--- config.mk ---
export PLATFORM = sky130hd
export DESIGN_NAME = apt_ctrl
export DESIGN_NICKNAME = d
export VERILOG_FILES = /design/src/design/apt_fmt.v /design/src/design/apt_ctrl.v
export VERILOG_INCLUDE_DIRS = /design/src /design/src/design
export SDC_FILE = /design/constraint.sdc
export NUM_CORES = 1
export LEC_CHECK = 0
export BUFFER_PORTS_ARGS = -buffer_cell sky130_fd_sc_hd__buf_2
export CAP_MARGIN = 20
export CORE_MARGIN = 3
export CORE_UTILIZATION = 50
export DETAILED_ROUTE_END_ITERATION = 10
export PLACE_DENSITY = 0.79
export SLEW_MARGIN = 5
export SYNTH_ARGS = -nofsm -noshare
export SYNTH_HDL_FRONTEND = slang
export SYNTH_HIERARCHICAL = 1
export SYNTH_SLANG_ARGS = --single-unit
--- constraint.sdc ---
create_clock -name sys_clk -period 2.5 [get_ports sys_clk]
set_input_delay 0.125 -clock sys_clk [delete_from_list [all_inputs] [get_ports sys_clk]]
set_output_delay 0.125 -clock sys_clk [all_outputs]
set_load 0.02 [all_outputs]
--- src/design/apt_defines.vh ---
// register map, field positions and trigger codes of the pair trigger control
`ifndef APT_DEFINES_VH
`define APT_DEFINES_VH

// byte offsets on the register bus
`define APT_OFF_CTRL 8'h00
`define APT_OFF_PC_BASE 8'h04
`define APT_OFF_PC_LOW 8'h08
`define APT_OFF_PC_HIGH 8'h0c
`define APT_OFF_STAT 8'h10
`define APT_OFF_RES0 8'h40
`define APT_OFF_RES11 8'h6c

// converter_control fields
`define APT_CTL_ORDER 0
`define APT_CTL_EIE 1
`define APT_CTL_GSW 2
`define APT_CTL_FORM_LO 4
`define APT_CTL_FORM_HI 5

// converter_status fields
`define APT_STAT_BUSY 8

// one pair byte inside a pair control register
`define APT_PB_IRQEN 7
`define APT_PB_PEND 6
`define APT_PB_SWTRG 5

// trigger source codes
`define APT_SRC_NONE 5'h00
`define APT_SRC_SOFT 5'h01
`define APT_SRC_GLOBAL 5'h02
`define APT_SRC_SPECIAL 5'h03
`define APT_SRC_PWM1 5'h04
`define APT_SRC_PWM2 5'h05
`define APT_SRC_PWM3 5'h06
`define APT_SRC_PWM4 5'h07
`define APT_SRC_TMR1 5'h0c
`define APT_SRC_TMR2 5'h0d
`define APT_SRC_CL1 5'h0e
`define APT_SRC_CL2 5'h0f
`define APT_SRC_CL3 5'h10
`define APT_SRC_CL4 5'h11
`define APT_SRC_FLT1 5'h16
`define APT_SRC_FLT2 5'h17
`define APT_SRC_FLT3 5'h18
`define APT_SRC_FLT4 5'h19

// bus responses
`define APT_RESP_OKAY 2'h0
`define APT_RESP_SLVERR 2'h2

`endif

--- src/design/apt_fmt.v ---
// result formatter: 10-bit conversion value to 16-bit word
`timescale 1ns/100ps
`default_nettype none
module apt_fmt (
   input wire [9:0] raw,
   input wire [1:0] mode,
   output reg [15:0] word
);
   always @* begin
      case (mode)
         2'h0: word = {6'h00, raw};
         2'h1: word = {{7{~raw[9]}}, raw[8:0]};
         2'h2: word = {raw, 6'h00};
         2'h3: word = {~raw[9], raw[8:0], 6'h00};
         default: word = {6'h00, raw};
      endcase
   end
endmodule
`default_nettype wire

--- src/design/apt_ctrl.v ---
// pair trigger control: trigger select, pending, sequencing, results, axi4-lite registers
//
// Decided for this implementation: the AXI4-Lite slave port and the register addresses.
`timescale 1ns/100ps
`default_nettype none
`include "apt_defines.vh"
module apt_ctrl #(
   parameter NPAIR = 6,
   parameter NRES = 12
) (
   input wire sys_clk,
   input wire sys_rst,
   input wire [7:0] s_axi_awaddr,
   input wire s_axi_awvalid,
   output wire s_axi_awready,
   input wire [31:0] s_axi_wdata,
   input wire [3:0] s_axi_wstrb,
   input wire s_axi_wvalid,
   output wire s_axi_wready,
   output reg [1:0] s_axi_bresp,
   output reg s_axi_bvalid,
   input wire s_axi_bready,
   input wire [7:0] s_axi_araddr,
   input wire s_axi_arvalid,
   output wire s_axi_arready,
   output reg [31:0] s_axi_rdata,
   output reg [1:0] s_axi_rresp,
   output reg s_axi_rvalid,
   input wire s_axi_rready,
   input wire pwm_special_trig,
   input wire [3:0] pwm_gen_trig,
   input wire [1:0] timer_period_trig,
   input wire [3:0] pwm_curlim_trig,
   input wire [3:0] pwm_fault_trig,
   output reg [5:0] sample_strobe,
   output reg conv_start,
   output reg [3:0] conv_channel,
   input wire conv_done,
   input wire [9:0] conv_data,
   output reg [5:0] pair_irq
);
   localparam [2:0] ST_IDLE = 3'b001;
   localparam [2:0] ST_FIRST = 3'b010;
   localparam [2:0] ST_SECOND = 3'b100;

   // trigger source decode; unlisted codes fall to the default
   function trig_sel;
      input [4:0] src;
      input sw;
      input gsw;
      input [14:0] hw;
      begin
         case (src)
            `APT_SRC_SOFT: trig_sel = sw;
            `APT_SRC_GLOBAL: trig_sel = gsw;
            `APT_SRC_SPECIAL: trig_sel = hw[0];
            `APT_SRC_PWM1: trig_sel = hw[1];
            `APT_SRC_PWM2: trig_sel = hw[2];
            `APT_SRC_PWM3: trig_sel = hw[3];
            `APT_SRC_PWM4: trig_sel = hw[4];
            `APT_SRC_TMR1: trig_sel = hw[5];
            `APT_SRC_TMR2: trig_sel = hw[6];
            `APT_SRC_CL1: trig_sel = hw[7];
            `APT_SRC_CL2: trig_sel = hw[8];
            `APT_SRC_CL3: trig_sel = hw[9];
            `APT_SRC_CL4: trig_sel = hw[10];
            `APT_SRC_FLT1: trig_sel = hw[11];
            `APT_SRC_FLT2: trig_sel = hw[12];
            `APT_SRC_FLT3: trig_sel = hw[13];
            `APT_SRC_FLT4: trig_sel = hw[14];
            default: trig_sel = 1'b0;
         endcase
      end
   endfunction

   // lowest numbered pending pair wins
   function [2:0] prio;
      input [5:0] req;
      integer k;
      begin
         prio = 3'h0;
         for (k = NPAIR - 1; k >= 0; k = k - 1) begin
            if (req[k]) begin
               prio = k[2:0];
            end
         end
      end
   endfunction

   function [5:0] dec6;
      input [2:0] p;
      begin
         dec6 = 6'h01 << p;
      end
   endfunction

   // pair p lives in word p/2, byte p%2
   function [7:0] pc_addr;
      input [2:0] p;
      begin
         case (p[2:1])
            2'h0: pc_addr = `APT_OFF_PC_BASE;
            2'h1: pc_addr = `APT_OFF_PC_LOW;
            default: pc_addr = `APT_OFF_PC_HIGH;
         endcase
      end
   endfunction

   reg [5:0] irqen_reg;
   reg [5:0] pend_reg;
   reg [5:0] swtrg_reg;
   reg [29:0] src_reg;
   reg order_reg;
   reg eie_reg;
   reg [1:0] form_reg;
   reg gsw_reg;
   reg [5:0] rdy_reg;
   reg [9:0] res_mem [0:NRES-1];
   reg [2:0] st_reg;
   reg [2:0] pair_reg;
   reg early_reg;

   reg aw_ok_reg;
   reg [7:0] awaddr_reg;
   reg w_ok_reg;
   reg [31:0] wdata_reg;
   reg [3:0] wstrb_reg;

   wire [14:0] hw_trig;
   wire [5:0] hit;
   wire wr_en;
   wire conv_ok_first;
   wire conv_ok_second;
   wire [5:0] irq_fire;
   wire [5:0] done_vec;
   wire [15:0] fmt_word;
   wire [3:0] rd_idx;
   reg [31:0] rd_data;
   reg rd_err;
   integer i;
   integer j;

   assign hw_trig = {pwm_fault_trig, pwm_curlim_trig, timer_period_trig,
                     pwm_gen_trig, pwm_special_trig};

   genvar g;
   generate
      for (g = 0; g < NPAIR; g = g + 1) begin : gen_hit
         assign hit[g] = trig_sel(src_reg[5*g+4:5*g], swtrg_reg[g], gsw_reg, hw_trig);
      end
   endgenerate

   // ---------------- axi4-lite write side ----------------
   assign s_axi_awready = !aw_ok_reg && !s_axi_bvalid;
   assign s_axi_wready = !w_ok_reg && !s_axi_bvalid;
   assign wr_en = aw_ok_reg && w_ok_reg && !s_axi_bvalid;

   always @(posedge sys_clk) begin
      if (sys_rst) begin
         aw_ok_reg <= 1'b0;
         awaddr_reg <= 8'h00;
         w_ok_reg <= 1'b0;
         wdata_reg <= 32'h00000000;
         wstrb_reg <= 4'h0;
         s_axi_bvalid <= 1'b0;
         s_axi_bresp <= `APT_RESP_OKAY;
      end else begin
         if (s_axi_awvalid && s_axi_awready) begin
            aw_ok_reg <= 1'b1;
            awaddr_reg <= s_axi_awaddr;
         end
         if (s_axi_wvalid && s_axi_wready) begin
            w_ok_reg <= 1'b1;
            wdata_reg <= s_axi_wdata;
            wstrb_reg <= s_axi_wstrb;
         end
         if (wr_en) begin
            aw_ok_reg <= 1'b0;
            w_ok_reg <= 1'b0;
            s_axi_bvalid <= 1'b1;
            case ({awaddr_reg[7:2], 2'b00})
               `APT_OFF_CTRL, `APT_OFF_PC_BASE, `APT_OFF_PC_LOW,
               `APT_OFF_PC_HIGH, `APT_OFF_STAT: s_axi_bresp <= `APT_RESP_OKAY;
               default: s_axi_bresp <= `APT_RESP_SLVERR;
            endcase
         end else if (s_axi_bvalid && s_axi_bready) begin
            s_axi_bvalid <= 1'b0;
         end
      end
   end

   // ---------------- control register ----------------
   // global trigger is a one-cycle pulse; it never reads back as 1
   always @(posedge sys_clk) begin
      if (sys_rst) begin
         order_reg <= 1'b0;
         eie_reg <= 1'b0;
         form_reg <= 2'h0;
         gsw_reg <= 1'b0;
      end else begin
         gsw_reg <= 1'b0;
         if (wr_en && {awaddr_reg[7:2], 2'b00} == `APT_OFF_CTRL && wstrb_reg[0]) begin
            order_reg <= wdata_reg[`APT_CTL_ORDER];
            eie_reg <= wdata_reg[`APT_CTL_EIE];
            form_reg <= wdata_reg[`APT_CTL_FORM_HI:`APT_CTL_FORM_LO];
            gsw_reg <= wdata_reg[`APT_CTL_GSW];
         end
      end
   end

   // ---------------- pair control fields ----------------
   always @(posedge sys_clk) begin
      if (sys_rst) begin
         irqen_reg <= 6'h00;
         pend_reg <= 6'h00;
         swtrg_reg <= 6'h00;
         src_reg <= 30'h00000000;
         sample_strobe <= 6'h00;
      end else begin
         sample_strobe <= hit;
         for (i = 0; i < NPAIR; i = i + 1) begin
            // completion clears, a new trigger in the same cycle wins
            if (done_vec[i]) begin
               pend_reg[i] <= 1'b0;
            end
            if (hit[i]) begin
               pend_reg[i] <= 1'b1;
               swtrg_reg[i] <= 1'b0;
            end
            // pending is hardware-owned; writes leave it alone
            if (wr_en && {awaddr_reg[7:2], 2'b00} == pc_addr(i[2:0]) && wstrb_reg[i%2]) begin
               if (i % 2 == 1) begin
                  irqen_reg[i] <= wdata_reg[8+`APT_PB_IRQEN];
                  swtrg_reg[i] <= wdata_reg[8+`APT_PB_SWTRG];
                  src_reg[5*i+:5] <= wdata_reg[12:8];
               end else begin
                  irqen_reg[i] <= wdata_reg[`APT_PB_IRQEN];
                  swtrg_reg[i] <= wdata_reg[`APT_PB_SWTRG];
                  src_reg[5*i+:5] <= wdata_reg[4:0];
               end
            end
         end
      end
   end

   // ---------------- conversion sequencer ----------------
   assign conv_ok_first = st_reg == ST_FIRST && conv_done;
   assign conv_ok_second = st_reg == ST_SECOND && conv_done;
   assign done_vec = conv_ok_second ? dec6(pair_reg) : 6'h00;
   assign irq_fire = ((conv_ok_first && early_reg) || (conv_ok_second && !early_reg)) ?
                     (dec6(pair_reg) & irqen_reg) : 6'h00;

   always @(posedge sys_clk) begin
      if (sys_rst) begin
         st_reg <= ST_IDLE;
         pair_reg <= 3'h0;
         early_reg <= 1'b0;
         conv_start <= 1'b0;
         conv_channel <= 4'h0;
         pair_irq <= 6'h00;
      end else begin
         conv_start <= 1'b0;
         pair_irq <= irq_fire;
         case (st_reg)
            ST_IDLE: begin
               // requests made while busy wait here in pending
               if (|pend_reg) begin
                  pair_reg <= prio(pend_reg);
                  conv_channel <= {prio(pend_reg), order_reg};
                  early_reg <= eie_reg;
                  conv_start <= 1'b1;
                  st_reg <= ST_FIRST;
               end
            end
            ST_FIRST: begin
               if (conv_done) begin
                  conv_channel <= {conv_channel[3:1], ~conv_channel[0]};
                  conv_start <= 1'b1;
                  st_reg <= ST_SECOND;
               end
            end
            ST_SECOND: begin
               if (conv_done) begin
                  st_reg <= ST_IDLE;
               end
            end
            default: st_reg <= ST_IDLE;
         endcase
      end
   end

   // fixed slot per input, no queue; an unread value is simply replaced
   always @(posedge sys_clk) begin
      if (conv_ok_first || conv_ok_second) begin
         if (conv_channel < NRES) begin
            res_mem[conv_channel] <= conv_data;
         end
      end
   end

   // ready flags: set beats a same-cycle software clear
   always @(posedge sys_clk) begin
      if (sys_rst) begin
         rdy_reg <= 6'h00;
      end else begin
         if (wr_en && {awaddr_reg[7:2], 2'b00} == `APT_OFF_STAT && wstrb_reg[0]) begin
            rdy_reg <= (rdy_reg & ~wdata_reg[5:0]) | irq_fire;
         end else begin
            rdy_reg <= rdy_reg | irq_fire;
         end
      end
   end

   // ---------------- axi4-lite read side ----------------
   assign s_axi_arready = !s_axi_rvalid;
   // result window sits on a 64-byte boundary, so bits 5:2 are the slot
   assign rd_idx = s_axi_araddr[5:2];

   apt_fmt u_fmt (
      .raw(res_mem[rd_idx < NRES ? rd_idx : 4'h0]),
      .mode(form_reg),
      .word(fmt_word)
   );

   always @* begin
      rd_data = 32'h00000000;
      rd_err = 1'b0;
      case ({s_axi_araddr[7:2], 2'b00})
         `APT_OFF_CTRL: begin
            rd_data[`APT_CTL_ORDER] = order_reg;
            rd_data[`APT_CTL_EIE] = eie_reg;
            rd_data[`APT_CTL_FORM_HI:`APT_CTL_FORM_LO] = form_reg;
         end
         `APT_OFF_PC_BASE, `APT_OFF_PC_LOW, `APT_OFF_PC_HIGH: begin
            for (j = 0; j < NPAIR; j = j + 1) begin
               if ({s_axi_araddr[7:2], 2'b00} == pc_addr(j[2:0])) begin
                  rd_data[8*(j%2)+:8] = {irqen_reg[j], pend_reg[j], swtrg_reg[j],
                                         src_reg[5*j+:5]};
               end
            end
         end
         `APT_OFF_STAT: begin
            rd_data[5:0] = rdy_reg;
            rd_data[`APT_STAT_BUSY] = st_reg != ST_IDLE;
         end
         default: begin
            if (s_axi_araddr >= `APT_OFF_RES0 && s_axi_araddr <= `APT_OFF_RES11) begin
               rd_data[15:0] = fmt_word;
            end else begin
               rd_err = 1'b1;
            end
         end
      endcase
   end

   always @(posedge sys_clk) begin
      if (sys_rst) begin
         s_axi_rvalid <= 1'b0;
         s_axi_rdata <= 32'h00000000;
         s_axi_rresp <= `APT_RESP_OKAY;
      end else begin
         if (s_axi_arvalid && s_axi_arready) begin
            s_axi_rvalid <= 1'b1;
            s_axi_rdata <= rd_data;
            s_axi_rresp <= rd_err ? `APT_RESP_SLVERR : `APT_RESP_OKAY;
         end else if (s_axi_rvalid && s_axi_rready) begin
            s_axi_rvalid <= 1'b0;
         end
      end
   end
endmodule
`default_nettype wire

Word level (Yosys, flattened, before mapping)
Memory sizes are Yosys's and may differ from the RTL's.
Index checks and enable logic that the tools add are counted.
{ "classes": {"magnitude_cmp": 4, "eq_ne": 126, "shifts": 1, "muxes": 81, "bitwise": 9, "n_reduce_logical": 63} }
{ "ops": {"columns": ["op", "count"], "rows": [
  ["$eq 5x5->1 const B", 36],
  ["$eq 5x3->1 const B", 24],
  ["$eq 5x4->1 const B", 24],
  ["$pmux 1 s17", 6],
  ["$mux 8", 12],
  ["$pmux 16 s4", 1],
  ["$eq 5x2->1 const B", 12],
  ["$eq 8x8->1", 6],
  ["$mux 1", 36],
  ["$eq 5x1->1 const B", 6],
  ["$reduce_bool 2->1", 15],
  ["$logic_and 1x1->1", 27],
  ["$mux 3", 9],
  ["$eq 6x2->1 const B", 4],
  ["$mux 6", 3],
  ["$pmux 2 s3", 3],
  ["$mux 16", 1],
  ["$pmux 7 s2", 1],
  ["$and 6x6->6", 2],
  ["$eq 6x1->1 const B", 2],
  ["$eq 6x3->1 const B", 2],
  ["$logic_not 6->1", 2],
  ["$or 6x6->6", 2],
  ["$reduce_or 5->1", 2],
  ["other kinds (28)", 46]
]} }
{ "totals": {"reg_bits": 133, "ramBits": 120, "output_inout_bits": 58, "n_memories": 1} }
{ "mem_list": {"columns": ["memory", "depth", "width", "rd", "rd_ports_with_merged_regs", "wr", "line", "source"], "rows": [
  ["res_mem", 12, 10, 1, 0, 1, "apt_ctrl.v:118", "reg [9:0] res_mem [0:NRES-1];"]
]} }

Longest topological paths before layout
Gate-level depths: netlist of the first run.
{ "depth": {"ltp_word": 8, "mapped_depth": 12, "mapped_depth_nobuf": 9} }

Modules after synthesis
Netlist of the first run, hierarchy kept.
{ "by_module_without_submodules": {"columns": ["mod", "instances", "cells_each", "area_each_um2", "seq_area_each_um2"], "rows": [
  ["apt_ctrl", 1, 1126, 11522.3, 6145.9],
  ["apt_fmt", 1, 23, 183.9, 0.0]
]} }

Least setup slack after synthesis of the first run
No wires, ideal clock.
{ "synth_timing": {"path_type": "register -> register", "startpoint": "register st_reg[0]", "endpoint": "memory res_mem[0][0], enable pin", "setup_time_ns": 0.390, "arrival_time_ns": 1.797, "setup_slack_ns": 0.313, "stages_incl_launch_ff": 5, "path_buffers": 0, "path_cell_list": "dfxtp_1 > nand2b_1 > a21o_1 > or3_1 > nor3_1"} }
{ "synth_via": {"elab_chain_len": 5, "word_cells_on_any_way": 7, "cone_classes": "eq/ne: 2; mux: 2; reduce/logical: 3"} }
{ "synth_lines": {"columns": ["element", "line", "source"], "rows": [
  ["start, declared", "apt_ctrl.v:119", "reg [2:0] st_reg;"],
  ["start signal, assigned", "apt_ctrl.v:255", "st_reg <= ST_IDLE;"],
  ["start signal, assigned", "apt_ctrl.v:272", "st_reg <= ST_FIRST;"],
  ["start signal, assigned", "apt_ctrl.v:279", "st_reg <= ST_SECOND;"],
  ["$eq 3x2->1 / $eq 3x3->1 (equally long branches)", "apt_ctrl.v:247, apt_ctrl.v:248", null],
  ["$logic_and 1x1->1 (on tied branches)", "apt_ctrl.v:247, apt_ctrl.v:248", null],
  ["$logic_or 1x1->1 *", "apt_ctrl.v:294", "if (conv_ok_first || conv_ok_second) begin"],
  ["$mux 1 *", "apt_ctrl.v:294", null],
  ["$mux 1 (not written as such) *", "apt_ctrl.v:296", "res_mem[conv_channel] <= conv_data;"],
  ["end, declared", "apt_ctrl.v:118", null]
]} }
Mark *: on every way between the ends. The rest lies on a longest branch, timed or not.

Worst setup path after layout of the first run
{ "layout_timing": {"startpoint": "memory res_mem[8][9]", "endpoint": "register s_axi_rdata[14]"} }
{ "layout_via": {"elab_chain_len": 5} }
{ "layout_lines": {"columns": ["element", "line", "source"], "rows": [
  ["$mem_v2 12x10", null, null],
  ["$not 1->1", "apt_fmt.v:12", "2'h1: word = {{7{~raw[9]}}, raw[8:0]};"],
  ["$pmux 16 s4", "apt_fmt.v:10", "case (mode)"],
  ["named net fmt_word[14]", "apt_ctrl.v:136", "wire [15:0] fmt_word;"],
  ["$mux 16", "apt_ctrl.v:347", "if (s_axi_araddr >= `APT_OFF_RES0 && s_axi_araddr <= `APT_OFF_RES11) begin"],
  ["$pmux 7 s2", "apt_ctrl.v:328", "case ({s_axi_araddr[7:2], 2'b00})"],
  ["end signal, assigned", "apt_ctrl.v:364", "s_axi_rdata <= rd_data;"],
  ["end, declared", "apt_ctrl.v:26", "output reg [31:0] s_axi_rdata,"]
]} }
The timed path passes the listed nets, and every way through them passes these cells.
A chain may end at the register's enable or synchronous reset.

==> run summary, run 1 <==
Hold depth: 4
Pin count of the biggest net entering global routing: 84
Mux share of post-synthesis cell area: 0.107
Final ANT Viol Nets: 0
Area share of fa/ha/maj cells after synthesis: 0
Fmax: 0.427 GHz
Area leader, netlist: edfxtp_1
Cell Chain, Critical Path: mux2_2 > o21ai_1 > a21oi_1 > or4_4 > nor3b_4 > a21o_1 > a21oi_1 > a211oi_1
Synth Warn #: 6
Chip Width: 159 µm
Port Buf Inserts: 102
DR vias/cell: 6.01
Sequential share of the synthesized area: 0.525
Clock slew at reported path FFs: 60 ps
Drt drc: 0
Fillers: 1831
Slew @ Worst Pin: 891 ps
Fin crit share: 0.936
Post-synth EDFFs: 120
Max FFs per register: 120
Die ar.: 25300 µm²
HPWL after DPL: 21000 µm
Grt total ovfl: 0
Hold_sp: s_axi_araddr[5]
Skew final: 23.3 ps
Initial antenna violation count: 0
Clock buffer depth: 3
XOR/XNOR Fraction of Synth Area: 0.000748
Kind of critical path: register to register
Max Cap Viol: 0
R2R depth: 8
Worst path top cell family by delay: simple AND/OR/NAND/NOR gates
WHS: 35.1 ps
Post-layout instance area: 13600 µm²
Outcome: complete, no violations
Vias: 9604
Compound-gate portion of the synthesized area: 0.142
Post-Synth Simple-Gate Area: 0.173
Number of global-route vias before repair: 9335
GPL Wtd Cong: 0.907
Worst Hold Class: input pin to register
GR Util All Layers: 0.248
Initial cell density of the core: 0.512
First-pass GRT wire length: 51100 µm
Ratio of cells with drive above 1 in the final layout: 0.195
Cell area after synthesis: 11700 µm²
Area Overhead vs Synth: 16.5%
Most common flop cell mapped by yosys: dfxtp_1
Required time of the critical path: 2950 ps
Crit path time final: 2340 ps
Worst Hold Endpoint: s_axi_rdata[8]
Unique masters post-synth: 78
Main combinational cell family by area after synthesis: simple AND/OR/NAND/NOR gates
Slowest CP cell: or4_4
CTS root buffer: clkbuf_16
DR WL/cell: 20.3 µm
Final net count: 1352
Slowest stage delay, CP: 590 ps
Synth top area share: 0.308
CP bufs+invs: 0
Final wirelength: 32500 µm
Num CTS Buffers: 26
Placed Area: 12400 µm²
Critical R2R Launch: res_mem[8][9]
# IOs: 143
# diodes: 0
Core area: 22800 µm²
Syn Area/Cell: 10.2 µm²
Crit-path most repeated cell: a21oi_1
Max IR drop VDD: 0.634 mV
Die Ht: 159 µm
Post-CTS Setup Bufs: 0
1st-iter DRT viols: 1202
P_leak: 5.28 nW
CP Launch Type: register
Final Hold Vio Count: 0
Post-Place Worst Slack: 16.4 ps
Total iterations of the first detailed-routing run: 5
Row count: 55
CP Data Arrival Time: 2790 ps
R2R setup slack: 160 ps
Synth Register Bits: 247
Worst r2r dst: s_axi_rdata[14]
Final Max Slew Viols: 0
Clock sink total: 247
CP Max Fanout: 5
Post-synth ARST share: 0
CTS tree: yes
PD cells: 639 nW/µm²
Max-Slew Margin vs Limit: 0.406
Fin worst setup slack: 160 ps
Crit. End Element: register
Clk_lat worst skew: 550 ps
CTS H-tree lvls: 1
Mapped Cells: 1149
Setup violations, final: 0
Area contributors post-synth: edfxtp_1, dfxtp_1, mux2i_1, a21oi_1, mux2_2
[metrics by stage]
stage	power (W)	utilization	instances	TNS, ps
global placement	0.00506	0.545	1514	0
global route	0.00898	0.597	1599	-6.96
CTS	0.00872	0.596	1599	0
finish	0.00871	0.597	1599	0
detailed placement	0.00507	0.545	1514	0
floorplan	0.00483	-	1166	0
[placed cells by master (no fill, tap or decap), types with 6 or more instances in the layout]
| cell | instances |
|---|---|
| dlygate4sd3_1 | 38 |
| conb_1 | 18 |
| or3_1 | 6 |
| nand4b_1 | 6 |
| a21oi_1 | 107 |
| mux2_2 | 45 |
| nand3_1 | 12 |
| nor3_1 | 9 |
| clkbuf_16 | 26 |
| o21ai_0 | 38 |
| nor2_1 | 132 |
| and3_1 | 9 |
| buf_4 | 34 |
| a31oi_1 | 23 |
| nor2b_1 | 12 |
| a22oi_1 | 23 |
| nand2_1 | 131 |
| a41o_1 | 6 |
| buf_2 | 101 |
| nand3b_1 | 6 |
| inv_1 | 20 |
| nand2b_1 | 13 |
| a211oi_1 | 13 |
| a21o_1 | 6 |
| clkbuf_1 | 8 |
| and3b_1 | 6 |
| dfxtp_1 | 127 |
| mux2i_1 | 59 |
| edfxtp_1 | 120 |
| or4_1 | 9 |
[area by class of cell]
cell class,instances,area [µm²],share of cell area
clock inverter,12,104,0.00762
sequential,247,6150,0.451
multi-input combinational,796,5020,0.368
inverter,20,75.1,0.00551
clock buffer,35,694,0.0509
timing repair buffer,176,1200,0.0881
tap,313,392,0.0287
[routing by layer]
metal	global-route usage	part of all wire	wire [µm]	up-vias
li1	-	-	-	4374
met1	0.331	0.40	13100	4587
met2	0.400	0.47	15300	554
met3	0.0411	0.086	2800	89
met4	0.113	0.041	1350	0
met5	0	0	0	-
[power breakdown]
part / internal, W / total (W) / switching (W)
combinational: 0.000270 / 0.000715 / 0.000446
clock: 0.00206 / 0.00365 / 0.00159
sequential: 0.00429 / 0.00435 / 0.0000598
[repair_timing]
action,CTS,global route
hold buffers,38,0
endpoints found under the setup margin,0,5
resized for setup,0,3
endpoints found under the hold margin,162,0
[worst register-to-register path: stages, from the launching register on]
cell and delay [ps]:
edfxtp_1 370, mux2_2 270, o21ai_1 190, a21oi_1 90, or4_4 590, nor3b_4 310
a21o_1 120, a21oi_1 60, a211oi_1 250
[worst max path at each step]
stage | depth (start not counted) | start | endpoint
6_report | 8 | res_mem[8][9] | s_axi_rdata[14]
5_1_grt | 8 | res_mem[8][9] | s_axi_rdata[12]
4_1_cts | 8 | res_mem[8][9] | s_axi_rdata[14]
2_1_floorplan | 4 | st_reg[0] | res_mem[0][0]
3_3_place_gp | 9 | s_axi_araddr[3] | s_axi_rdata[11]
3_5_place_dp | 9 | s_axi_araddr[3] | s_axi_rdata[12]
[cell families after synthesis]
family / after synthesis
mux: 112
buf+inv: 123
flops: 247
compound gates: 263
simple gates: 402
xor+xnor: 1
other cells: 1
[synthesized netlist by cell type (12+ instances only)]
cell,instances
a31oi_1,23
clkbuf_1,49
mux2_2,45
a21oi_1,108
buf_4,21
a22oi_1,23
nand2b_1,13
nand2_1,131
nor2b_1,13
dfxtp_1,127
a211oi_1,13
nor2_1,132
mux2i_1,59
nand3_1,12
inv_1,20
buf_2,21
edfxtp_1,120
o21ai_0,39
Note: power is estimated with default switching activity, not from simulation.
==> inputs of run 2 (changes only) <==
Settings changed: SYNTH_HIERARCHICAL 1 to unset.
Clock period 2.5 ns to 2.8 ns, I/O delays scaled along.
==> run 2 against run 1 <==
Compared with the run above:
- cell count down 5.8%
- routed wire length down 6.3%
- sequential power down 11%
- non-clock buffer count down 3
- synthesized area down 1.5%
- global-route usage down 0.63 points
- power down 9.5%
- synthesized cell count down 5.3%
- hold slack better by 21 ps
- clock power down 6.6%
- die area down 1.5%
==> run summary, run 2 <==
Max IR drop VDD: 0.368 mV (-42%)
Most common cell after layout, fill and taps aside: dfxtp_1
Core area: 22200 µm² (-2.7%)
CTS tree: yes
M1 GR Usage: 0.339 (+0.00877)
Slowest CP cell: and3_1
Die Ht: 158 µm (-0.73%)
Comb power frac: 0.075 (-0.007)
1st-iter DRT viols: 1095 (-8.9%)
Area contributors post-synth: edfxtp_1, dfxtp_1, mux2i_1, a21oi_1, nor2_1
CP bufs+invs: 1 (+1)
Die ar.: 24900 µm² (-1.5%)
Pint: 0.00606 W (-8.3%)
Slew @ Worst Pin: 1020 ps (+133 ps)
Clock sink total: 247 (unchanged)
Chip Width: 158 µm (-0.73%)
Fin crit share: 0.805 (-0.131)
Psw: 0.00182 W (-13%)
Final Max Slew Viols: 0 (unchanged)
GR Util met2: 0.384 (-0.0166)
Fmax: 0.444 GHz (+3.8%)
Final Hold Vio Count: 0 (unchanged)
GR Util All Layers: 0.242 (-0.00632)
Total iterations of the first detailed-routing run: 6 (+1)
Synth top area share: 0.313 (+0.00474)
Initial cell density of the core: 0.519 (+0.00625)
Skew final: 23.5 ps (+0.175 ps)
Drt drc: 0 (unchanged)
Sequential share of the synthesized area: 0.533 (+0.00809)
Most common flop cell mapped by yosys: dfxtp_1
Grt total ovfl: 0 (unchanged)
# IOs: 143 (unchanged)
Final net count: 1292 (-4.4%)
PD cells: 586 nW/µm² (-8.3%)
Most instantiated library cell after synthesis: dfxtp_1
Post-synth ARST share: 0 (unchanged)
Clock buffer depth: 3 (unchanged)
Fillers: 1728 (-5.6%)
Kind of critical path: register to register
P_leak: 5.01 nW (-5.1%)
CP Max Fanout: 8 (+3)
GPL Wtd Cong: 0.899 (-0.82%)
Syn Area/Cell: 10.6 µm² (+4.0%)
Clock power share: 0.433 (+0.014)
Outcome: complete, no violations
Unrepaired setup endpoints after global routing: no
Max-Slew Margin vs Limit: 0.316 (-0.0899)
Synth Warn #: 0 (-6)
Vias: 9210 (-4.1%)
HPWL after DPL: 20600 µm (-2.1%)
Setup violations, final: 0 (unchanged)
DR WL/cell: 20.2 µm (-0.60%)
Final ANT Viol Nets: 0 (unchanged)
Pin count of the biggest net entering global routing: 64 (-24%)
Setup TNS: 0 ps (unchanged)
Synth Register Bits: 247 (unchanged)
Seq pwr share: 0.493 (-0.006)
Crit. End Element: register
CP Launch Type: register
Sw Share: 0.231 (-0.00988)
First-pass GRT wire length: 47300 µm (-7.4%)
Initial antenna violation count: 0 (unchanged)
Unique masters post-synth: 72 (-7.7%)
Worst path top cell family by delay: simple AND/OR/NAND/NOR gates
Post-synth EDFFs: 120 (unchanged)
Num CTS Buffers: 27 (+3.8%)
Area Overhead vs Synth: 16.7%
Crit path time final: 2250 ps (-85.8 ps)
Max Cap Viol: 0 (unchanged)
Clock slew at reported path FFs: 60 ps (about the same)
Ratio of cells with drive above 1 in the final layout: 0.200 (+0.00450)
Met3 Use GR: 0.0380 (-0.00310)
Most frequent cells in the layout: dfxtp_1, nor2_1, edfxtp_1
CTS H-tree lvls: 1 (unchanged)
DR vias/cell: 6.11 (+1.8%)
Final core occ: 0.605 (+0.00843)
CP Data Arrival Time: 2670 ps (-120 ps)
Final wirelength: 30500 µm (-6.3%)
Post-synth top cells: dfxtp_1, nor2_1, edfxtp_1, a21oi_1, nand2_1
Cell Chain, Critical Path: or3_4 > or2_4 > nor3b_4 > buf_4 > and3_1 > nor3b_1 > a32o_1
Post-CTS Setup Bufs: 0 (unchanged)
Port Buf Inserts: 102 (unchanged)
Area leader, netlist: edfxtp_1
Slowest stage delay, CP: 430 ps (-160 ps)
Most used routing layer: met2
Row count: 54 (-1.8%)
Cell area after synthesis: 11500 µm² (-1.5%)
Required time of the critical path: 3220 ps (+270 ps)
Mapped Cells: 1088 (-5.3%)
Worst Hold Class: input pin to register
# diodes: 0 (unchanged)
Number of global-route vias before repair: 8686 (-7.0%)
CTS root buffer: clkbuf_16
Clk_lat worst skew: 540 ps (about the same)
Max FFs per register: 120 (unchanged)
Post-CTS Resized: 0 (unchanged)
==> run 2: per-stage QoR <==
step | area [µm²] | hold WS, ps | total power, W | setup slack (ps) | std cells
finish | 13500 | 55.9 | 0.00788 | 546 | 1507
global route | 13500 | 62.3 | 0.00811 | 419 | 1507
CTS | 13500 | 43.5 | 0.00791 | 535 | 1507
detailed placement | 12200 | 339 | 0.00449 | 393 | 1422
global placement | 12200 | 330 | 0.00448 | 437 | 1422
floorplan | 11600 | 239 | 0.00430 | 619 | 1105
==> run 2: what timing repair did <==
action | CTS | global route
hold endpoints to repair | 146 | 0
setup endpoints to repair | 0 | 0
hold buffers | 36 | 0
==> run 2: worst paths after layout <==
check / end / startpoint / slack, ps / depth (start not counted)
worst max register to register: swtrg_reg[4] / awaddr_reg[7] / 550 / 7
worst min register to register: s_axi_bresp[1] / s_axi_bresp[1] / 480 / 2
worst max-delay path: swtrg_reg[4] / awaddr_reg[7] / 550 / 7
worst min-delay path: src_reg[20] / sys_rst / 60 / 2
==> run 2: power groups by stage <==
stage	logic (W)	clock network (W)	registers (W)
after floorplan	0.000340	0	0.00396
after global placement	0.000524	0	0.00396
after detailed placement	0.000536	0	0.00396
after CTS	0.000579	0.00344	0.00388
after global routing	0.000638	0.00359	0.00389
final	0.000589	0.00341	0.00388
==> run 2: routing by layer <==
layer	share of wire	wire (µm)
met1	0.42	12700
met2	0.47	14300
met3	0.083	2530
met4	0.030	915
met5	0	0
==> run 2: area by class of cell <==
| class | instances | area (µm²) | share of cell area |
|---|---|---|---|
| multi-input combinational | 746 | 4910 | 0.365 |
| clock inverter | 15 | 134 | 0.00995 |
| inverter | 12 | 45.0 | 0.00335 |
| clock buffer | 34 | 722 | 0.0537 |
| tap | 280 | 350 | 0.0260 |
| sequential | 247 | 6150 | 0.457 |
| timing repair buffer | 173 | 1150 | 0.0854 |
==> run 2: cell families after synthesis <==
group           count (synthesis)  synth area share
simple gates                  351             0.152
buf+inv                       112            0.0468
mux                           117             0.125
other cells                     1          0.000325
compound gates                260             0.143
flops                         247             0.533
==> run 2: worst reg2reg max path: stages (launching register included) <==
cell	delay, ps
dfxtp_1	310
or3_4	400
or2_4	250
nor3b_4	220
buf_4	210
and3_1	430
nor3b_1	90
a32o_1	230
==> inputs of run 3 (changes only) <==
Settings changed: ABC_AREA set to 1, PLACE_DENSITY 0.79 to 0.82.
Clock period 2.8 ns to 2 ns, I/O delays scaled along.
==> run 3 against run 2 <==
Compared with the run above:
- worst setup slack lost 360 ps
- die area grew 1.8%
- core utilization shrank 0.58 points
- fmax grew 24%
- cell area grew 1.8%
- count of clock-buffer cells in the layout grew 3
- non-clock buffer count grew 3
- power grew 38%
- critical path depth is the same
- first-iteration DRC count grew 34%
- critical path type unchanged
- critical endpoint is now res_mem[7][2]
- highest routed layer unchanged
==> run summary, run 3 <==
Post-synth EDFFs: 120 (unchanged)
CP Data Arrival Time: 2040 ps (-630 ps)
Mapped Cells: 1447 (+33%)
GR Util All Layers: 0.266 (+0.0245)
Outcome: complete, no violations
Clock sink total: 247 (unchanged)
Worst path top cell family by delay: simple AND/OR/NAND/NOR gates
Synth Warn #: 0 (unchanged)
Synth top area share: 0.307 (-0.00579)
Area Overhead vs Synth: 16.6% (about the same)
Kind of critical path: register to register
R2R setup slack: 180 ps (-360 ps)
Slew @ Worst Pin: 570 ps (-453 ps)
Max IR drop VDD: 0.719 mV (+95%)
Final ANT Viol Nets: 0 (unchanged)
Crit path time final: 1820 ps (-437 ps)
Final Max Slew Viols: 0 (unchanged)
# diodes: 0 (unchanged)
WHS: 9.82 ps (-46.1 ps)
Number of global-route vias before repair: 10500 (+20%)
Area leader, netlist: edfxtp_1
Unique masters post-synth: 41 (-43%)
PD cells: 796 nW/µm² (+36%)
P_leak: 5.64 nW (+13%)
Setup TNS: 0 ps (unchanged)
Vias: 11000 (+19%)
Fillers: 1906 (+10%)
Setup violations, final: 0 (unchanged)
Most frequent cells in the layout: nand2_1, nor2_1, nand3_1
Clock power share: 0.408 (-0.025)
Seq pwr share: 0.500 (+0.007)
CTS root buffer: clkbuf_16
Die ar.: 25400 µm² (+1.8%)
Port Buf Inserts: 102 (unchanged)
Fmax: 0.550 GHz (+24%)
1st-iter DRT viols: 1466 (+34%)
Row count: 55 (+1.9%)
Max FFs per register: 120 (unchanged)
Area share of fa/ha/maj cells after synthesis: 0 (unchanged)
Unrepaired setup endpoints after global routing: no
Placed Area: 12600 µm² (+2.6%)
Comb power frac: 0.092 (+0.017)
CP Max Fanout: 10 (+2)
Pin count of the biggest net entering global routing: 64 (unchanged)
Post-Synth Simple-Gate Area: 0.287 (+0.136)
Ratio of cells with drive above 1 in the final layout: 0.134 (-0.0658)
Crit. End Element: register
Final wirelength: 35200 µm (+16%)
DR WL/cell: 18.4 µm (-9.2%)
CP Launch Type: register
Cell Chain, Critical Path: inv_1 > nor3_2 > nand2_1 > a22oi_2 > nand3_1 > nor3_1 > buf_4
Compound-gate portion of the synthesized area: 0.106 (-0.0367)
Synth Register Bits: 247 (unchanged)
Num CTS Buffers: 25 (-7.4%)
Post-synth ARST share: 0 (unchanged)
Skew final: 9.71 ps (-13.8 ps)
Fin crit share: 0.909 (+0.104)
Total iterations of the first detailed-routing run: 6 (unchanged)
Core area: 22800 µm² (+2.8%)
Main combinational cell family by area after synthesis: simple AND/OR/NAND/NOR gates
CP bufs+invs: 2 (+1)
Slowest CP cell: dfxtp_1
Most instantiated library cell after synthesis: nand2_1
Pint: 0.00824 W (+36%)
Initial antenna violation count: 0 (unchanged)
Initial cell density of the core: 0.514 (-0.00450)
Final net count: 1674 (+30%)
XOR/XNOR Fraction of Synth Area: 0 (unchanged)
Most common cell after layout, fill and taps aside: nand2_1
Cell area after synthesis: 11700 µm² (+1.9%)
Final Hold Vio Count: 0 (unchanged)
Post-synth top cells: nand2_1, nor2_1, nand3_1, dfxtp_1, inv_1
Sequential share of the synthesized area: 0.523 (-0.00988)
Sw Share: 0.244 (+0.0131)
Drt drc: 0 (unchanged)
Post-Place Worst Slack: 69.7 ps (-323 ps)
Clock buffer depth: 3 (unchanged)
Most common flop cell mapped by yosys: dfxtp_1
HPWL after DPL: 24500 µm (+19%)
Clk_lat worst skew: 530 ps (about the same)
# IOs: 143 (unchanged)
Max-Slew Margin vs Limit: 0.619 (+0.303)
Psw: 0.00266 W (+46%)
Syn Area/Cell: 8.12 µm² (-23%)
Area contributors post-synth: edfxtp_1, dfxtp_1, nand2_1, nand3_1, nor2_1
Worst Hold Class: input pin to register
DR vias/cell: 5.71 (-6.6%)
Max Cap Viol: 0 (unchanged)
Die Ht: 159 µm (+0.90%)
CTS tree: yes
Slowest stage delay, CP: 350 ps (-80 ps)
Fin worst setup slack: 182 ps (-363 ps)
First-pass GRT wire length: 54600 µm (+16%)
Clock slew at reported path FFs: 60 ps (about the same)
Mux share of post-synthesis cell area: 0 (-0.125)
GPL Wtd Cong: 0.967 (+7.5%)
CTS H-tree lvls: 1 (unchanged)
Post-layout instance area: 13700 µm² (+1.8%)
Chip Width: 159 µm (+0.90%)
Required time of the critical path: 2230 ps (-990 ps)
Grt total ovfl: 0 (unchanged)
-- run 3: routing by layer --
| layer | track usage | routed length [µm] | vias to the layer above |
|---|---|---|---|
| met3 | 0.0520 | 3400 | 105 |
| li1 | - | - | 5150 |
| met1 | 0.340 | 13700 | 5057 |
| met2 | 0.448 | 16800 | 643 |
| met5 | 0 | 0 | - |
| met4 | 0.106 | 1320 | 0 |
-- run 3: power groups by stage --
stage	Sequential, W	Clock, W	Combinational [W]
after floorplan	0.00556	0	0.000562
after global placement	0.00555	0	0.000889
after detailed placement	0.00555	0	0.000909
after CTS	0.00544	0.00448	0.000972
after global routing	0.00545	0.00470	0.00108
final	0.00545	0.00445	0.00100
-- run 3: final timing paths --
check	startpoint	end	cells after the start
hold / removal	s_axi_araddr[1]	s_axi_rresp[1]	5
setup reg to reg	st_reg[2]	res_mem[7][2]	7
hold reg to reg	awaddr_reg[7]	awaddr_reg[7]	2
setup / recovery	st_reg[2]	res_mem[7][2]	7
-- run 3: cell families (layout without fill, tap and decap cells) --
group           Yosys count  count (layout)
compound gates          234             234
buf+inv                 208             350
simple gates            757             757
other cells               1              18
flops                   247             247
-- run 3: repair_timing --
action,4_1_cts,5_1_grt
gates resized for setup,0,3
setup endpoints to repair,0,111
endpoints found under the hold margin,147,0
setup buffers,0,0
hold buffers,35,0
-- run 3: layout make-up --
class / instances / area, µm² / area share
flip-flops and latches: 247 / 6150 / 0.449
multi-input cells: 1009 / 4710 / 0.344
repair buffers: 176 / 1190 / 0.0870
clock buffers: 37 / 701 / 0.0512
inverters: 130 / 488 / 0.0356
well taps: 313 / 392 / 0.0286
clock inverters: 7 / 70.1 / 0.00512
-- run 3: stage by stage --
step           instances  power, W   util
4_1_cts             1919    0.0109  0.599
6_report            1919    0.0109  0.599
5_1_grt             1919    0.0112  0.599
3_5_place_dp        1840   0.00646  0.550
3_3_place_gp        1840   0.00644  0.550
2_1_floorplan       1464   0.00612      -
-- run 3: worst min-delay path, cell delays in order --
cell     delay [ps]
buf_2            80
o21ai_1          60
nand3_2         110
a22oi_1          80
nor2_1           70
